### config.mk
export PLATFORM = sky130hd
export DESIGN_NAME = opsr_handler
export DESIGN_NICKNAME = d
export VERILOG_FILES = /design/src/hdl/opsr_pkg.sv /design/src/hdl/opsr_handler.sv
export SDC_FILE = /design/constraint.sdc
export NUM_CORES = 1
export LEC_CHECK = 0
export ABC_AREA = 1
export BUFFER_PORTS_ARGS = -buffer_cell sky130_fd_sc_hd__buf_4
export CAP_MARGIN = 0
export CORE_AREA = 5 5 488 346
export DETAILED_ROUTE_END_ITERATION = 8
export DIE_AREA = 0 0 493 351
export SETUP_SLACK_MARGIN = 0.3
export SYNTH_ARGS = -nofsm -noshare
export SYNTH_HDL_FRONTEND = slang
export SYNTH_SLANG_ARGS = --single-unit
### constraint.sdc
create_clock -name sys_clk -period 9.2 [get_ports sys_clk]
set_clock_uncertainty 0.1 [all_clocks]
set_input_delay 0.92 -clock sys_clk [delete_from_list [all_inputs] [get_ports sys_clk]]
set_output_delay 0.92 -clock sys_clk [all_outputs]
set_load 0.02 [all_outputs]
### src/hdl/opsr_pkg.sv
package opsr_pkg;
    // ------------------------------------------------------------
    // Command codes
    // ------------------------------------------------------------
    localparam logic [7:0] CMD_DPD   = 8'hb9;
    localparam logic [7:0] CMD_READ  = 8'hee;
    localparam logic [7:0] CMD_WRITE = 8'hde;
    localparam logic [7:0] CMD_WREN  = 8'h06;
    localparam logic [7:0] CMD_WRDI  = 8'h04;
    localparam logic [7:0] CMD_RREG  = 8'h65;
    localparam logic [7:0] CMD_WREG  = 8'h71;
    // ------------------------------------------------------------
    // Sequencing
    // ------------------------------------------------------------
    localparam logic [4:0]  ADDR_LAST  = 5'h03;
    localparam logic [4:0]  LAT_1X_CLK = 5'h06;
    localparam logic [31:0] ADDR_STEP  = 32'h0000_0002;
    // ------------------------------------------------------------
    // Registers
    // ------------------------------------------------------------
    localparam logic [31:0] CFG0_ADDR    = 32'h0000_0800;
    localparam logic [31:0] CFG1_ADDR    = 32'h0000_0802;
    localparam logic [15:0] CFG0_DEFAULT = 16'h8008;
    localparam logic [15:0] CFG1_DEFAULT = 16'h0002;
    localparam int          CFG0_DPD_BIT = 15;
    localparam int          CFG0_2X_BIT  = 3;
    // ------------------------------------------------------------
    // Array and write buffer
    // ------------------------------------------------------------
    localparam int MEM_AW      = 6;
    localparam int FIFO_DEPTH  = 8;
    localparam int FE_MASK_B   = 0;
    localparam int FE_MASK_A   = 1;
    localparam int FE_DATA_LSB = 2;
    localparam int FE_IDX_LSB  = 18;
    localparam int FIFO_W      = FE_IDX_LSB + MEM_AW;
    localparam int SYNC_W      = 11;
    localparam logic [SYNC_W-1:0] SYNC_RST = 11'h002;

    typedef enum logic [2:0] {
        ST_IDLE, ST_CMD, ST_ADDR, ST_LAT,
        ST_RDATA, ST_WDATA, ST_WREG, ST_SKIP
    } opsr_state_e;
endpackage

### src/hdl/opsr_handler.sv
// Function
// - Command or cfg0 bit15 zero enters deep sleep
// - Deep sleep restores all registers to defaults
// - Array read waits latency, bus released meanwhile
// - Array write waits latency before data
// - Latch set by enable, kept after array writes
// - Write disable blocks array and register changes
// - Register read uses read latency, bus released
// - Register write has no latency cycles
// - Register write ignores strobe mask
// - Masked array bytes are not stored
// - Strobe driven during command/address, high in 2X mode
// - Reads drive strobe aligned with data
// - Array bytes return in written order
// - Writes execute only while latch set
// - Register write and reset clear latch
// - Register data upper byte first
`timescale 1ns/1ps

// ----------------------------------------------------------------
// Write buffer
// ----------------------------------------------------------------
module opsr_fifo #(
    parameter int W     = 8,
    parameter int DEPTH = 8
) (
    input  wire logic         sys_clk,   // System clock
    input  wire logic         rst_n,     // Sync reset, low
    input  wire logic         in_valid,  // Push request
    output logic              in_ready,  // Room for a word
    input  wire logic [W-1:0] in_data,   // Pushed word
    output logic              out_valid, // Word available
    input  wire logic         out_ready, // Drain accepts
    output logic [W-1:0]      out_data   // Head word
);
    localparam int AW = $clog2(DEPTH);
    localparam logic [AW:0] FULL = DEPTH[AW:0];

    logic [W-1:0]  mem [DEPTH];
    logic [AW-1:0] wr_ff;
    logic [AW-1:0] rd_ff;
    logic [AW:0]   cnt_ff;
    logic [AW-1:0] nxt_wr;
    logic [AW-1:0] nxt_rd;
    logic [AW:0]   nxt_cnt;
    logic          push;
    logic          pop;

    assign in_ready  = (cnt_ff != FULL);
    assign out_valid = (cnt_ff != '0);
    assign out_data  = mem[rd_ff];
    assign push      = in_valid & in_ready;
    assign pop       = out_valid & out_ready;

    always_comb begin
        nxt_wr  = push ? wr_ff + 1'b1 : wr_ff;
        nxt_rd  = pop ? rd_ff + 1'b1 : rd_ff;
        nxt_cnt = cnt_ff;
        if (push && !pop) begin
            nxt_cnt = cnt_ff + 1'b1;
        end else if (pop && !push) begin
            nxt_cnt = cnt_ff - 1'b1;
        end
    end

    always_ff @(posedge sys_clk) begin
        if (!rst_n) begin
            wr_ff  <= '0;
            rd_ff  <= '0;
            cnt_ff <= '0;
        end else begin
            wr_ff  <= nxt_wr;
            rd_ff  <= nxt_rd;
            cnt_ff <= nxt_cnt;
        end
    end

    always_ff @(posedge sys_clk) begin
        if (push) begin
            mem[wr_ff] <= in_data;
        end
    end
endmodule

// ----------------------------------------------------------------
// Transaction handler
// ----------------------------------------------------------------
module opsr_handler
    import opsr_pkg::*;
(
    input  wire logic       sys_clk,         // 40 MHz clock
    input  wire logic       rst_n,           // Sync reset, low
    input  wire logic       link_ck,         // Bus clock pin
    input  wire logic       link_cs_n,       // Chip select, low
    input  wire logic [7:0] dq_in,           // Data bus in
    output logic [7:0]      dq_out,          // Data bus out
    output logic            dq_oe,           // Data bus drive
    input  wire logic       read_write_strobe_mask_in,  // Strobe/mask in
    output logic            read_write_strobe_mask_out, // Strobe out
    output logic            read_write_strobe_mask_oe,  // Strobe drive
    output logic            write_permit_latch, // Latch state
    output logic            deep_power_down, // Sleep state
    output logic            write_dropped    // Buffer overrun
);
    import opsr_pkg::*;

    // ------------------------------------------------------------
    // Pin synchronisers
    // ------------------------------------------------------------
    logic [SYNC_W-1:0] sync1_ff;
    logic [SYNC_W-1:0] sync2_ff;
    logic              ck_q_ff;
    logic              ck_s;
    logic              cs_s;
    logic              rw_s;
    logic [7:0]        dq_s;
    logic              rise;
    logic              fall;

    always_ff @(posedge sys_clk) begin
        if (!rst_n) begin
            sync1_ff <= SYNC_RST;
            sync2_ff <= SYNC_RST;
            ck_q_ff  <= 1'b0;
        end else begin
            sync1_ff <= {dq_in, read_write_strobe_mask_in,
                         link_cs_n, link_ck};
            sync2_ff <= sync1_ff;
            ck_q_ff  <= sync2_ff[0];
        end
    end

    assign ck_s = sync2_ff[0];
    assign cs_s = sync2_ff[1];
    assign rw_s = sync2_ff[2];
    assign dq_s = sync2_ff[10:3];
    assign rise = ck_s & ~ck_q_ff;
    assign fall = ~ck_s & ck_q_ff;

    // ------------------------------------------------------------
    // Sequencer state
    // ------------------------------------------------------------
    opsr_state_e state_ff;
    opsr_state_e nxt_state;
    logic [7:0]  cmd_ff;
    logic [7:0]  nxt_cmd;
    logic [31:0] addr_ff;
    logic [31:0] nxt_addr;
    logic [4:0]  cnt_ff;
    logic [4:0]  nxt_cnt;
    logic [7:0]  hi_ff;
    logic [7:0]  nxt_hi;
    logic        mask_a_ff;
    logic        nxt_mask_a;
    logic        permit_ff;
    logic        nxt_permit;
    logic        dpd_ff;
    logic        nxt_dpd;
    logic [15:0] cfg0_ff;
    logic [15:0] nxt_cfg0;
    logic [15:0] cfg1_ff;
    logic [15:0] nxt_cfg1;
    logic [7:0]  dq_out_ff;
    logic [7:0]  nxt_dq;
    logic        dq_oe_ff;
    logic        nxt_dq_oe;
    logic        rw_ff;
    logic        nxt_rw;
    logic        rw_oe_ff;
    logic        nxt_rw_oe;
    logic        drop_ff;
    logic        nxt_drop;
    logic        data_edge;
    logic        push_req;
    logic        go_dpd;
    logic [15:0] reg_wdata;
    logic [15:0] rd_word;
    logic [15:0] reg_word;
    logic [4:0]  lat_clk;
    logic        is_read;

    logic [15:0]       mem [2**MEM_AW];
    logic              fifo_in_ready;
    logic              fifo_in_valid;
    logic [FIFO_W-1:0] fifo_in_data;
    logic              fifo_out_valid;
    logic              fifo_out_ready;
    logic [FIFO_W-1:0] fifo_out_data;
    logic              drain;
    logic [MEM_AW-1:0] drain_idx;

    assign is_read  = (cmd_ff == CMD_READ) || (cmd_ff == CMD_RREG);
    assign lat_clk  = cfg0_ff[CFG0_2X_BIT] ? LAT_1X_CLK << 1 : LAT_1X_CLK;
    assign reg_word = (addr_ff == CFG0_ADDR) ? cfg0_ff :
                      (addr_ff == CFG1_ADDR) ? cfg1_ff : 16'h0000;
    assign rd_word  = (cmd_ff == CMD_RREG) ? reg_word
                                           : mem[addr_ff[MEM_AW:1]];
    assign fifo_in_valid = push_req & fifo_in_ready;
    assign fifo_in_data  = {addr_ff[MEM_AW:1], hi_ff, dq_s,
                            mask_a_ff, rw_s};

    always_comb begin
        nxt_state  = state_ff;
        nxt_cmd    = cmd_ff;
        nxt_addr   = addr_ff;
        nxt_cnt    = cnt_ff;
        nxt_hi     = hi_ff;
        nxt_mask_a = mask_a_ff;
        nxt_permit = permit_ff;
        nxt_dpd    = dpd_ff;
        nxt_cfg0   = cfg0_ff;
        nxt_cfg1   = cfg1_ff;
        nxt_dq     = dq_out_ff;
        nxt_dq_oe  = dq_oe_ff;
        nxt_rw     = rw_ff;
        nxt_rw_oe  = rw_oe_ff;
        nxt_drop   = drop_ff;
        data_edge  = 1'b0;
        push_req   = 1'b0;
        go_dpd     = 1'b0;
        reg_wdata  = {hi_ff, dq_s};
        if (cs_s) begin
            nxt_state = ST_IDLE;
            nxt_dq_oe = 1'b0;
            nxt_rw_oe = 1'b0;
        end else begin
            unique case (state_ff)
                ST_IDLE: begin
                    nxt_cnt   = '0;
                    nxt_drop  = 1'b0;
                    nxt_state = ST_CMD;
                    nxt_rw_oe = 1'b1;
                    nxt_rw    = cfg0_ff[CFG0_2X_BIT];
                    // Wake-up select is consumed, not decoded
                    if (dpd_ff) begin
                        nxt_dpd   = 1'b0;
                        nxt_state = ST_SKIP;
                        nxt_rw_oe = 1'b0;
                    end
                end
                ST_CMD: begin
                    if (rise) begin
                        nxt_cmd   = dq_s;
                        nxt_state = ST_SKIP;
                        nxt_rw_oe = 1'b0;
                        case (dq_s)
                            CMD_WREN: nxt_permit = 1'b1;
                            CMD_WRDI: nxt_permit = 1'b0;
                            CMD_DPD:  go_dpd  = 1'b1;
                            CMD_READ, CMD_WRITE,
                            CMD_RREG, CMD_WREG: begin
                                nxt_state = ST_ADDR;
                                nxt_rw_oe = 1'b1;
                            end
                            default: ;
                        endcase
                    end
                end
                ST_ADDR: begin
                    // The command's falling edge carries no address
                    if (rise || (fall && cnt_ff != '0)) begin
                        nxt_addr = {addr_ff[23:0], dq_s};
                        nxt_cnt  = cnt_ff + 5'h01;
                        if (cnt_ff == ADDR_LAST) begin
                            nxt_cnt   = '0;
                            nxt_rw_oe = 1'b0;
                            // Register write skips latency
                            nxt_state = (cmd_ff == CMD_WREG) ?
                                        ST_WREG : ST_LAT;
                        end
                    end
                end
                ST_LAT: begin
                    // Bus stays released while dummy cycles run
                    if (rise) begin
                        if (cnt_ff == lat_clk) begin
                            data_edge = 1'b1;
                            nxt_state = is_read ? ST_RDATA : ST_WDATA;
                        end else begin
                            nxt_cnt = cnt_ff + 5'h01;
                        end
                    end
                end
                ST_RDATA, ST_WDATA: begin
                    data_edge = rise | fall;
                end
                ST_WREG: begin
                    if (rise) begin
                        nxt_hi = dq_s;
                    end else if (fall) begin
                        nxt_state = ST_SKIP;
                        // Mask line is not looked at here
                        if (permit_ff) begin
                            nxt_permit = 1'b0;
                            if (addr_ff == CFG0_ADDR) begin
                                nxt_cfg0 = reg_wdata;
                                go_dpd = !reg_wdata[CFG0_DPD_BIT];
                            end else if (addr_ff == CFG1_ADDR) begin
                                nxt_cfg1 = reg_wdata;
                            end
                        end
                    end
                end
                ST_SKIP: ;
            endcase
            if (data_edge) begin
                if (is_read) begin
                    nxt_dq_oe = 1'b1;
                    nxt_rw_oe = 1'b1;
                    nxt_rw    = rise;
                    nxt_dq    = rise ? rd_word[15:8] : rd_word[7:0];
                end else if (rise) begin
                    nxt_hi     = dq_s;
                    nxt_mask_a = rw_s;
                end else begin
                    push_req = permit_ff;
                    nxt_drop = drop_ff | (permit_ff & ~fifo_in_ready);
                end
                if (fall) begin
                    nxt_addr = addr_ff + ADDR_STEP;
                end
            end
        end
        if (go_dpd) begin
            nxt_dpd   = 1'b1;
            nxt_cfg0  = CFG0_DEFAULT;
            nxt_cfg1  = CFG1_DEFAULT;
            nxt_permit = 1'b0;
            nxt_state = ST_SKIP;
            nxt_rw_oe = 1'b0;
        end
    end

    always_ff @(posedge sys_clk) begin
        if (!rst_n) begin
            state_ff  <= ST_IDLE;
            cmd_ff    <= 8'h00;
            addr_ff   <= 32'h0000_0000;
            cnt_ff    <= 5'h00;
            hi_ff     <= 8'h00;
            mask_a_ff <= 1'b0;
            permit_ff <= 1'b0;
            dpd_ff    <= 1'b0;
            cfg0_ff   <= CFG0_DEFAULT;
            cfg1_ff   <= CFG1_DEFAULT;
            dq_out_ff <= 8'h00;
            dq_oe_ff  <= 1'b0;
            rw_ff     <= 1'b0;
            rw_oe_ff  <= 1'b0;
            drop_ff   <= 1'b0;
        end else begin
            state_ff  <= nxt_state;
            cmd_ff    <= nxt_cmd;
            addr_ff   <= nxt_addr;
            cnt_ff    <= nxt_cnt;
            hi_ff     <= nxt_hi;
            mask_a_ff <= nxt_mask_a;
            permit_ff <= nxt_permit;
            dpd_ff    <= nxt_dpd;
            cfg0_ff   <= nxt_cfg0;
            cfg1_ff   <= nxt_cfg1;
            dq_out_ff <= nxt_dq;
            dq_oe_ff  <= nxt_dq_oe;
            rw_ff     <= nxt_rw;
            rw_oe_ff  <= nxt_rw_oe;
            drop_ff   <= nxt_drop;
        end
    end

    assign dq_out             = dq_out_ff;
    assign dq_oe              = dq_oe_ff;
    assign read_write_strobe_mask_out = rw_ff;
    assign read_write_strobe_mask_oe  = rw_oe_ff;
    assign write_permit_latch = permit_ff;
    assign deep_power_down    = dpd_ff;
    assign write_dropped      = drop_ff;

    // ------------------------------------------------------------
    // Array write path
    // ------------------------------------------------------------
    // Drain pauses while a read streams so the array port is free
    assign fifo_out_ready = (state_ff != ST_RDATA);
    assign drain          = fifo_out_valid & fifo_out_ready;
    assign drain_idx      = fifo_out_data[FIFO_W-1:FE_IDX_LSB];

    opsr_fifo #(
        .W     (FIFO_W),
        .DEPTH (FIFO_DEPTH)
    ) u_fifo (
        .sys_clk   (sys_clk),
        .rst_n     (rst_n),
        .in_valid  (fifo_in_valid),
        .in_ready  (fifo_in_ready),
        .in_data   (fifo_in_data),
        .out_valid (fifo_out_valid),
        .out_ready (fifo_out_ready),
        .out_data  (fifo_out_data)
    );

    always_ff @(posedge sys_clk) begin
        if (drain && !fifo_out_data[FE_MASK_A]) begin
            mem[drain_idx][15:8] <=
                fifo_out_data[FE_DATA_LSB+8 +: 8];
        end
        if (drain && !fifo_out_data[FE_MASK_B]) begin
            mem[drain_idx][7:0] <= fifo_out_data[FE_DATA_LSB +: 8];
        end
    end

    // ------------------------------------------------------------
    // Checks
    // ------------------------------------------------------------
    logic              chk_en_ff;
    logic [MEM_AW-1:0] chk_idx_ff;
    logic [7:0]        chk_old_ff;

    always_ff @(posedge sys_clk) begin
        if (!rst_n) begin
            chk_en_ff  <= 1'b0;
            chk_idx_ff <= '0;
            chk_old_ff <= 8'h00;
        end else begin
            chk_en_ff  <= drain & fifo_out_data[FE_MASK_A];
            chk_idx_ff <= drain_idx;
            chk_old_ff <= mem[drain_idx][15:8];
        end
    end

    a_wren_sets: assert property (@(posedge sys_clk)
        disable iff (!rst_n)
        (state_ff == ST_CMD && !cs_s && rise && dq_s == CMD_WREN)
        |=> permit_ff)
        else $error("write enable did not set latch");

    a_wrdi_clears: assert property (@(posedge sys_clk)
        disable iff (!rst_n)
        (state_ff == ST_CMD && !cs_s && rise && dq_s == CMD_WRDI)
        |=> !permit_ff)
        else $error("write disable did not clear latch");

    a_dpd_entry: assert property (@(posedge sys_clk)
        disable iff (!rst_n)
        (state_ff == ST_CMD && !cs_s && rise && dq_s == CMD_DPD)
        |=> dpd_ff && cfg0_ff == CFG0_DEFAULT && !permit_ff)
        else $error("deep sleep entry wrong");

    a_push_locked: assert property (@(posedge sys_clk)
        disable iff (!rst_n)
        fifo_in_valid |-> permit_ff && state_ff == ST_WDATA)
        else $error("array write pushed without latch");

    a_mask_keeps: assert property (@(posedge sys_clk)
        disable iff (!rst_n)
        chk_en_ff |-> mem[chk_idx_ff][15:8] == chk_old_ff)
        else $error("masked byte was stored");

    a_ca_strobe: assert property (@(posedge sys_clk)
        disable iff (!rst_n)
        (state_ff == ST_ADDR && !cs_s)
        |-> rw_oe_ff && rw_ff == cfg0_ff[CFG0_2X_BIT])
        else $error("strobe not driven in address phase");

    a_rd_strobe: assert property (@(posedge sys_clk)
        disable iff (!rst_n)
        (data_edge && is_read && !cs_s)
        |=> dq_oe_ff && rw_oe_ff && rw_ff == $past(rise))
        else $error("read strobe not aligned to data");

    a_lat_release: assert property (@(posedge sys_clk)
        disable iff (!rst_n)
        state_ff == ST_LAT |-> !dq_oe_ff && !rw_oe_ff)
        else $error("bus driven during latency");

    a_wreg_nolat: assert property (@(posedge sys_clk)
        disable iff (!rst_n)
        (state_ff == ST_ADDR && !cs_s && (rise || fall) &&
         cnt_ff == ADDR_LAST && cmd_ff == CMD_WREG)
        |=> state_ff == ST_WREG)
        else $error("register write entered latency");

    a_wreg_order: assert property (@(posedge sys_clk)
        disable iff (!rst_n)
        (state_ff == ST_WREG && !cs_s && fall && permit_ff &&
         addr_ff == CFG1_ADDR)
        |=> !permit_ff && cfg1_ff == {$past(hi_ff), $past(dq_s)})
        else $error("register write order or latch wrong");
endmodule

# After elaboration in Yosys (flattened, before gate mapping)
# Memory sizes are Yosys's and may differ from the RTL's. A register that Yosys moved wholly into a read port is not among the register bits.
# Cells that the tools add are included.
[totals] wordCells=201 memories=2 inputBits=13 mem_bits_rw=1216 output_inout_bits=14 register_bits=136
[op_classes] eq_ne=37 muxes=84 n_addsub=6 bitwise=16 n_reduce_logical=35
[mem_list] memory="mem" words=64 word_bits=16 read_ports=1 rd_ports_with_merged_regs=1 write_ports=1 line="opsr_handler.sv:182" source="logic [15:0] mem [2**MEM_AW];"
[mem_list] memory="u_fifo.mem" words=8 word_bits=24 read_ports=1 rd_ports_with_merged_regs=1 write_ports=1 line="opsr_handler.sv:39" source="logic [W-1:0] mem [DEPTH];"
[op_table] operator="$mux W32" n=4
[op_table] operator="$eq A32 B12 Y1 const B" n=2
[op_table] operator="$mux W16" n=3
[op_table] operator="$mux W8" n=6
[op_table] operator="$mux W3" n=14
[op_table] operator="$mux W1" n=41
[op_table] operator="$add A32 B2 Y32 const B" n=1
[op_table] operator="$eq A8 B7 Y1 const B" n=4
[op_table] operator="$eq A8 B8 Y1 const B" n=4
[op_table] operator="$ne A4 B4 Y1 const B" n=8
[op_table] operator="$mux W5" n=4
[op_table] operator="$eq A8 B3 Y1 const B" n=2
[op_table] operator="$pmux W3 S5" n=1
[op_table] operator="$pmux W5 S3" n=1
[op_table] operator="$mux W4" n=3
[op_table] operator="$mux W6" n=2
[op_table] operator="$ne A2 B2 Y1 const B" n=6
[op_table] operator="$reduce_and A6 Y1" n=2
[op_table] operator="$eq A3 B3 Y1 const B" n=3
[op_table] operator="$not A1 Y1" n=8
[op_table] operator="$pmux W1 S2" n=4
[op_table] operator="$reduce_and A8 Y1" n=1
[op_table] operator="$reduce_and A7 Y1" n=1
[op_table] operator="$reduce_bool A7 Y1" n=1
[op_table] operator="29 further kinds" n=52

# Logic depth before layout (Yosys ltp)
[logic_depth] ltp_word=14 mapped_depth=18 mapped_depth_nobuf=18

# Hierarchy
# Synthesis repeated with hierarchy kept, for this count alone.
[unflattened] cells_unflattened=5292 hier_area_um2=56899.6
[modules_own_cells] module="opsr_handler" cells_each=4611 seq_area_each_um2=33392.0 instances=1 area_per_inst_um2=48738.0
[modules_own_cells] module="opsr_fifo" cells_each=681 seq_area_each_um2=6025.8 instances=1 area_per_inst_um2=8161.6

# Worst setup path after synthesis
# Ideal clock, no wire load.
[synth_path] path_type="register to register" from="register with a tool-made name" to="memory mem[0][14] (data pin)" path_slack_ns=5.326 synth_period_minus_slack_ns=3.874 t_required_ns=8.512 arrival_ns=3.186 n_path_buf=3 setup_time_ns=0.588 path_stages_with_launch=8 path_cell_list="dfxtp_1 > buf_4 > clkbuf_1 > clkbuf_1 > nor2_1 > nor2_1 > o21ai_0 > a31oi_1"
[synth_rtl] element="to (decl)" line="opsr_handler.sv:182"

==> out/results.md <==
| Result | Value | Unit |
|:---|:---|:---|
| Run status | finished clean | - |
| Tcrit/Tclk final | 54.16 | % |
| Drt pass-1 iters | 6 | - |
| Worst Tran Pin Value | 1.292 | ns |
| Standard cell area after detailed placement | 59070 | um2 |
| Post-synth EDFFs | 1216 | - |
| Sequential Area | 39430 | um2 |
| Post-route ant nets | 0 | - |
| DP HPWL | 91440 | um |
| Most frequent standard cell in the layout excluding fill and tap cells | sky130_fd_sc_hd__nand2_1 | - |
| Total global routing track utilization | 17.21 | % |
| CTS tree | done | - |
| Initial standard-cell utilization of the core | 34.62 | % |
| Unrepaired setup endpoints after global routing | no | - |
| Number of max-capacitance violations reported | 0 | - |
| Warnings, synthesis | 0 | - |
| Number of buffers inserted to repair setup after CTS | 0 | - |
| Clk slew on worst S/H paths | 0.06 | ns |
| Data arrival, critical path | 5.28 | ns |
| Fillers | 15710 | - |
| Net count after synthesis | 5277 | - |
| Synthesized instance count | 5253 | - |
| Number of max-slew violations in the final report | 0 | - |
| Source-to-sink clock delay at the later pin of the worst-skew pair | 0.76 | ns |
| Total Neg Setup Slack | 0 | ns |
| Total number of nets in the final design | 5165 | - |
| Maximum cell stage delay along the critical path | 0.88 | ns |
| Layout cell share with drive strength beyond 1 | 7.289 | % |
| Rel. slew slack | 13.07 | % |
| Yosys cell types | 51 | - |
| Number of standard-cell rows in the floorplan | 125 | - |
| Final cell count without fillers | 7400 | - |
| Detailed-route via count | 38610 | - |
| Aggregate global routing overflow | 0 | - |
| Buffer depth of the longest clock path | 3 | - |
| Ordered cell list for the critical path | buf_4 -> inv_1 -> buf_4 -> o21ai_1 -> o22ai_1 -> inv_1 -> o21ai_1 -> nand2_1 -> nor2_2 -> nand2_1 -> nor2_1 | - |
| Average instance area after synthesis | 10.81 | um2 |
| Post-synthesis async set-or-reset flop share | 0 | % |
| Root buf cell | sky130_fd_sc_hd__clkbuf_16 | - |
| Final critical delay including setup and external delays | 4.983 | ns |
| Fin. Hold Viols | 0 | - |
| Category of the most critical setup path | register to register | - |
| Routed wire per std cell | 20.63 | um |
| Total core area | 164100 | um2 |
| Design area | 63170 | um2 |
| Initial drt markers | 4539 | - |
| Main flop type after synthesis | sky130_fd_sc_hd__edfxtp_1 | - |
| Largest net degree at the start of global routing | 181 | - |
| Clock sink count | 1361 | - |
| Routed via count divided by cell count | 5.217 | - |
| Type of origin of the critical path | register | - |
| Sum of routed wire length over all layers | 152600 | um |
| Combined area of the multi-input logic cells | 15640 | um2 |
| Number of diodes | 0 | - |
| Top-level port count | 27 | - |
| Count of port buffers added during placement | 26 | - |
| VDD IR-drop max | 0.1955 | mV |
| Number of buffers inserted during clock tree synthesis | 120 | - |
| Placement Setup Slack | 4.398 | ns |
| Number of buffers inserted for hold repair after clock tree synthesis | 0 | - |
| LEAKAGE | 0.02189 | uW |
| Share of the yosys chip area belonging to registers | 69.40 | % |
| Data required, critical path | 9.49 | ns |
| Vias in the first global route | 36310 | - |
| Setup violations, final | 0 | - |
| Area of the die | 173000 | um2 |
| Final critical-path setup slack | 4.217 | ns |
| Count of unresolved DRC violations after routing | 0 | - |
| Largest driver fanout on the critical path | 49 | - |
| Resized cells post-CTS | 0 | - |
| Hold/Removal Path Class | primary input to register | - |
| Vertical die dimension | 351 | um |
| Placer Congestion | 0.8475 | - |
| H-tree depth | 3 | - |
| Horizontal die dimension | 493 | um |
| Number of antenna violations at the first check in global routing | 1 | - |
| Relative area change from synthesis to final layout | 11.23 | % |
| Commonest cells after routing, fill and taps aside | 1583 x sky130_fd_sc_hd__nand2_1, 1216 x sky130_fd_sc_hd__edfxtp_1, 963 x sky130_fd_sc_hd__nand3_1, 334 x sky130_fd_sc_hd__nor2_1, 168 x sky130_fd_sc_hd__o21ai_0 | - |
| Placed instance count | 7178 | - |
| Post-Syn Area | 56800 | um2 |
| Global-route wire length before repair | 229800 | um |
| Max Freq | 200.7 | MHz |
| Power density of the placed cells | 261.5 | nW/um2 |
| Cell type of the slowest stage on the worst timing path | sky130_fd_sc_hd__nor2_2 | - |
| Capturing element type of the critical path | register | - |
| Synth Register Bits | 1361 | - |
cells by family (layout without fill, tap and decap cells):
family / count (synthesis) / after routing / synth area share (%)
XOR/XNOR: 22 / 22 / 0.3392
flip-flops: 1361 / 1361 / 69.40
adder cells (fa/ha/maj): 11 / 11 / 0.2555
AO/OA/AOI/OAI: 405 / 405 / 4.040
buffers and inverters: 476 / 464 / 3.562
AND/OR/NAND/NOR: 2978 / 2978 / 22.40
power by group:
part | internal (uW) | leakage (uW) | switching, uW
Combinational | 447 | 0.00788 | 2710
Sequential | 8030 | 0.0120 | 70.2
Clock | 2890 | 0.00197 | 2370
worst paths after layout:
kind	from	to	slack, ns	depth (start not counted)
min	read_write_strobe_mask_in	sync1_ff[2]	0.24	3
min reg2reg	sync1_ff[8]	sync2_ff[8]	0.31	2
max	register	mem[60][13]	4.22	11
max reg2reg	register	mem[60][13]	4.22	11
per-stage QoR:
step	hold slack, ns	util [%]	power, uW
after floorplan	0.2905	-	9843
after global placement	0.2985	36.00	11340
after detailed placement	0.2956	36.00	11370
after CTS	0.1858	38.51	16580
after global routing	0.2108	38.51	17110
final	0.2385	38.51	16520
sequential cells by signal (all words and copies together) (netlist names), 8 cells and up, named ones only:
register,flops
cfg0_ff,16
sync2_ff,11
sync1_ff,11
hi_ff,8
addr_ff,32
mem,1024
dq_out,8
cfg1_ff,16
cmd_ff,8
u_fifo.mem,192
cell type report:
type | count | area share, %
sequential | 1361 | 62.42
multi-input combinational | 3416 | 24.76
clock buffer | 147 | 5.066
tap | 2159 | 4.276
clock inverter | 75 | 1.432
timing repair buffer | 87 | 1.093
inverter | 155 | 0.9546
worst max-delay path: cells and delay by family, from the launching register on:
kind / cells / cell delay (ns)
AO/OA/AOI/OAI: 3 / 0.63
buffers and inverters: 4 / 1.47
flip-flops: 1 / 0.31
AND/OR/NAND/NOR: 4 / 2.08
per-layer routing:
layer / vias to the layer above / track usage, % / share of wire, % / wire length, um
li1: 18040 / - / - / -
met3: 202 / 4.022 / 9.6 / 14590
met1: 18750 / 26.26 / 46 / 70720
met2: 1615 / 24.64 / 42 / 64110
met5: - / 0.4396 / 0.068 / 104
met4: 2 / 4.009 / 2.0 / 3109
Yosys cell counts (12+ instances only):
| cell type | n | area, um2 |
|---|---|---|
| sky130_fd_sc_hd__inv_2 | 15 | 56.30 |
| sky130_fd_sc_hd__nor2_4 | 12 | 135.1 |
| sky130_fd_sc_hd__clkbuf_1 | 124 | 465.5 |
| sky130_fd_sc_hd__inv_1 | 137 | 514.2 |
| sky130_fd_sc_hd__nor3_1 | 38 | 190.2 |
| sky130_fd_sc_hd__o211ai_1 | 32 | 240.2 |
| sky130_fd_sc_hd__o21ai_1 | 15 | 75.07 |
| sky130_fd_sc_hd__nand3_1 | 963 | 4820 |
| sky130_fd_sc_hd__a31oi_1 | 17 | 106.4 |
| sky130_fd_sc_hd__xor2_1 | 22 | 192.7 |
| sky130_fd_sc_hd__buf_2 | 150 | 750.7 |
| sky130_fd_sc_hd__buf_1 | 38 | 142.6 |
| sky130_fd_sc_hd__nand2_1 | 1584 | 5946 |
| sky130_fd_sc_hd__dfxtp_1 | 145 | 2903 |
| sky130_fd_sc_hd__edfxtp_1 | 1216 | 36520 |
| sky130_fd_sc_hd__a21oi_1 | 101 | 505.5 |
| sky130_fd_sc_hd__o22ai_1 | 44 | 275.3 |
| sky130_fd_sc_hd__nor2_1 | 334 | 1254 |
| sky130_fd_sc_hd__o21ai_0 | 168 | 840.8 |
| sky130_fd_sc_hd__nor2_2 | 14 | 87.58 |
Power figures use the tool's default switching activity.
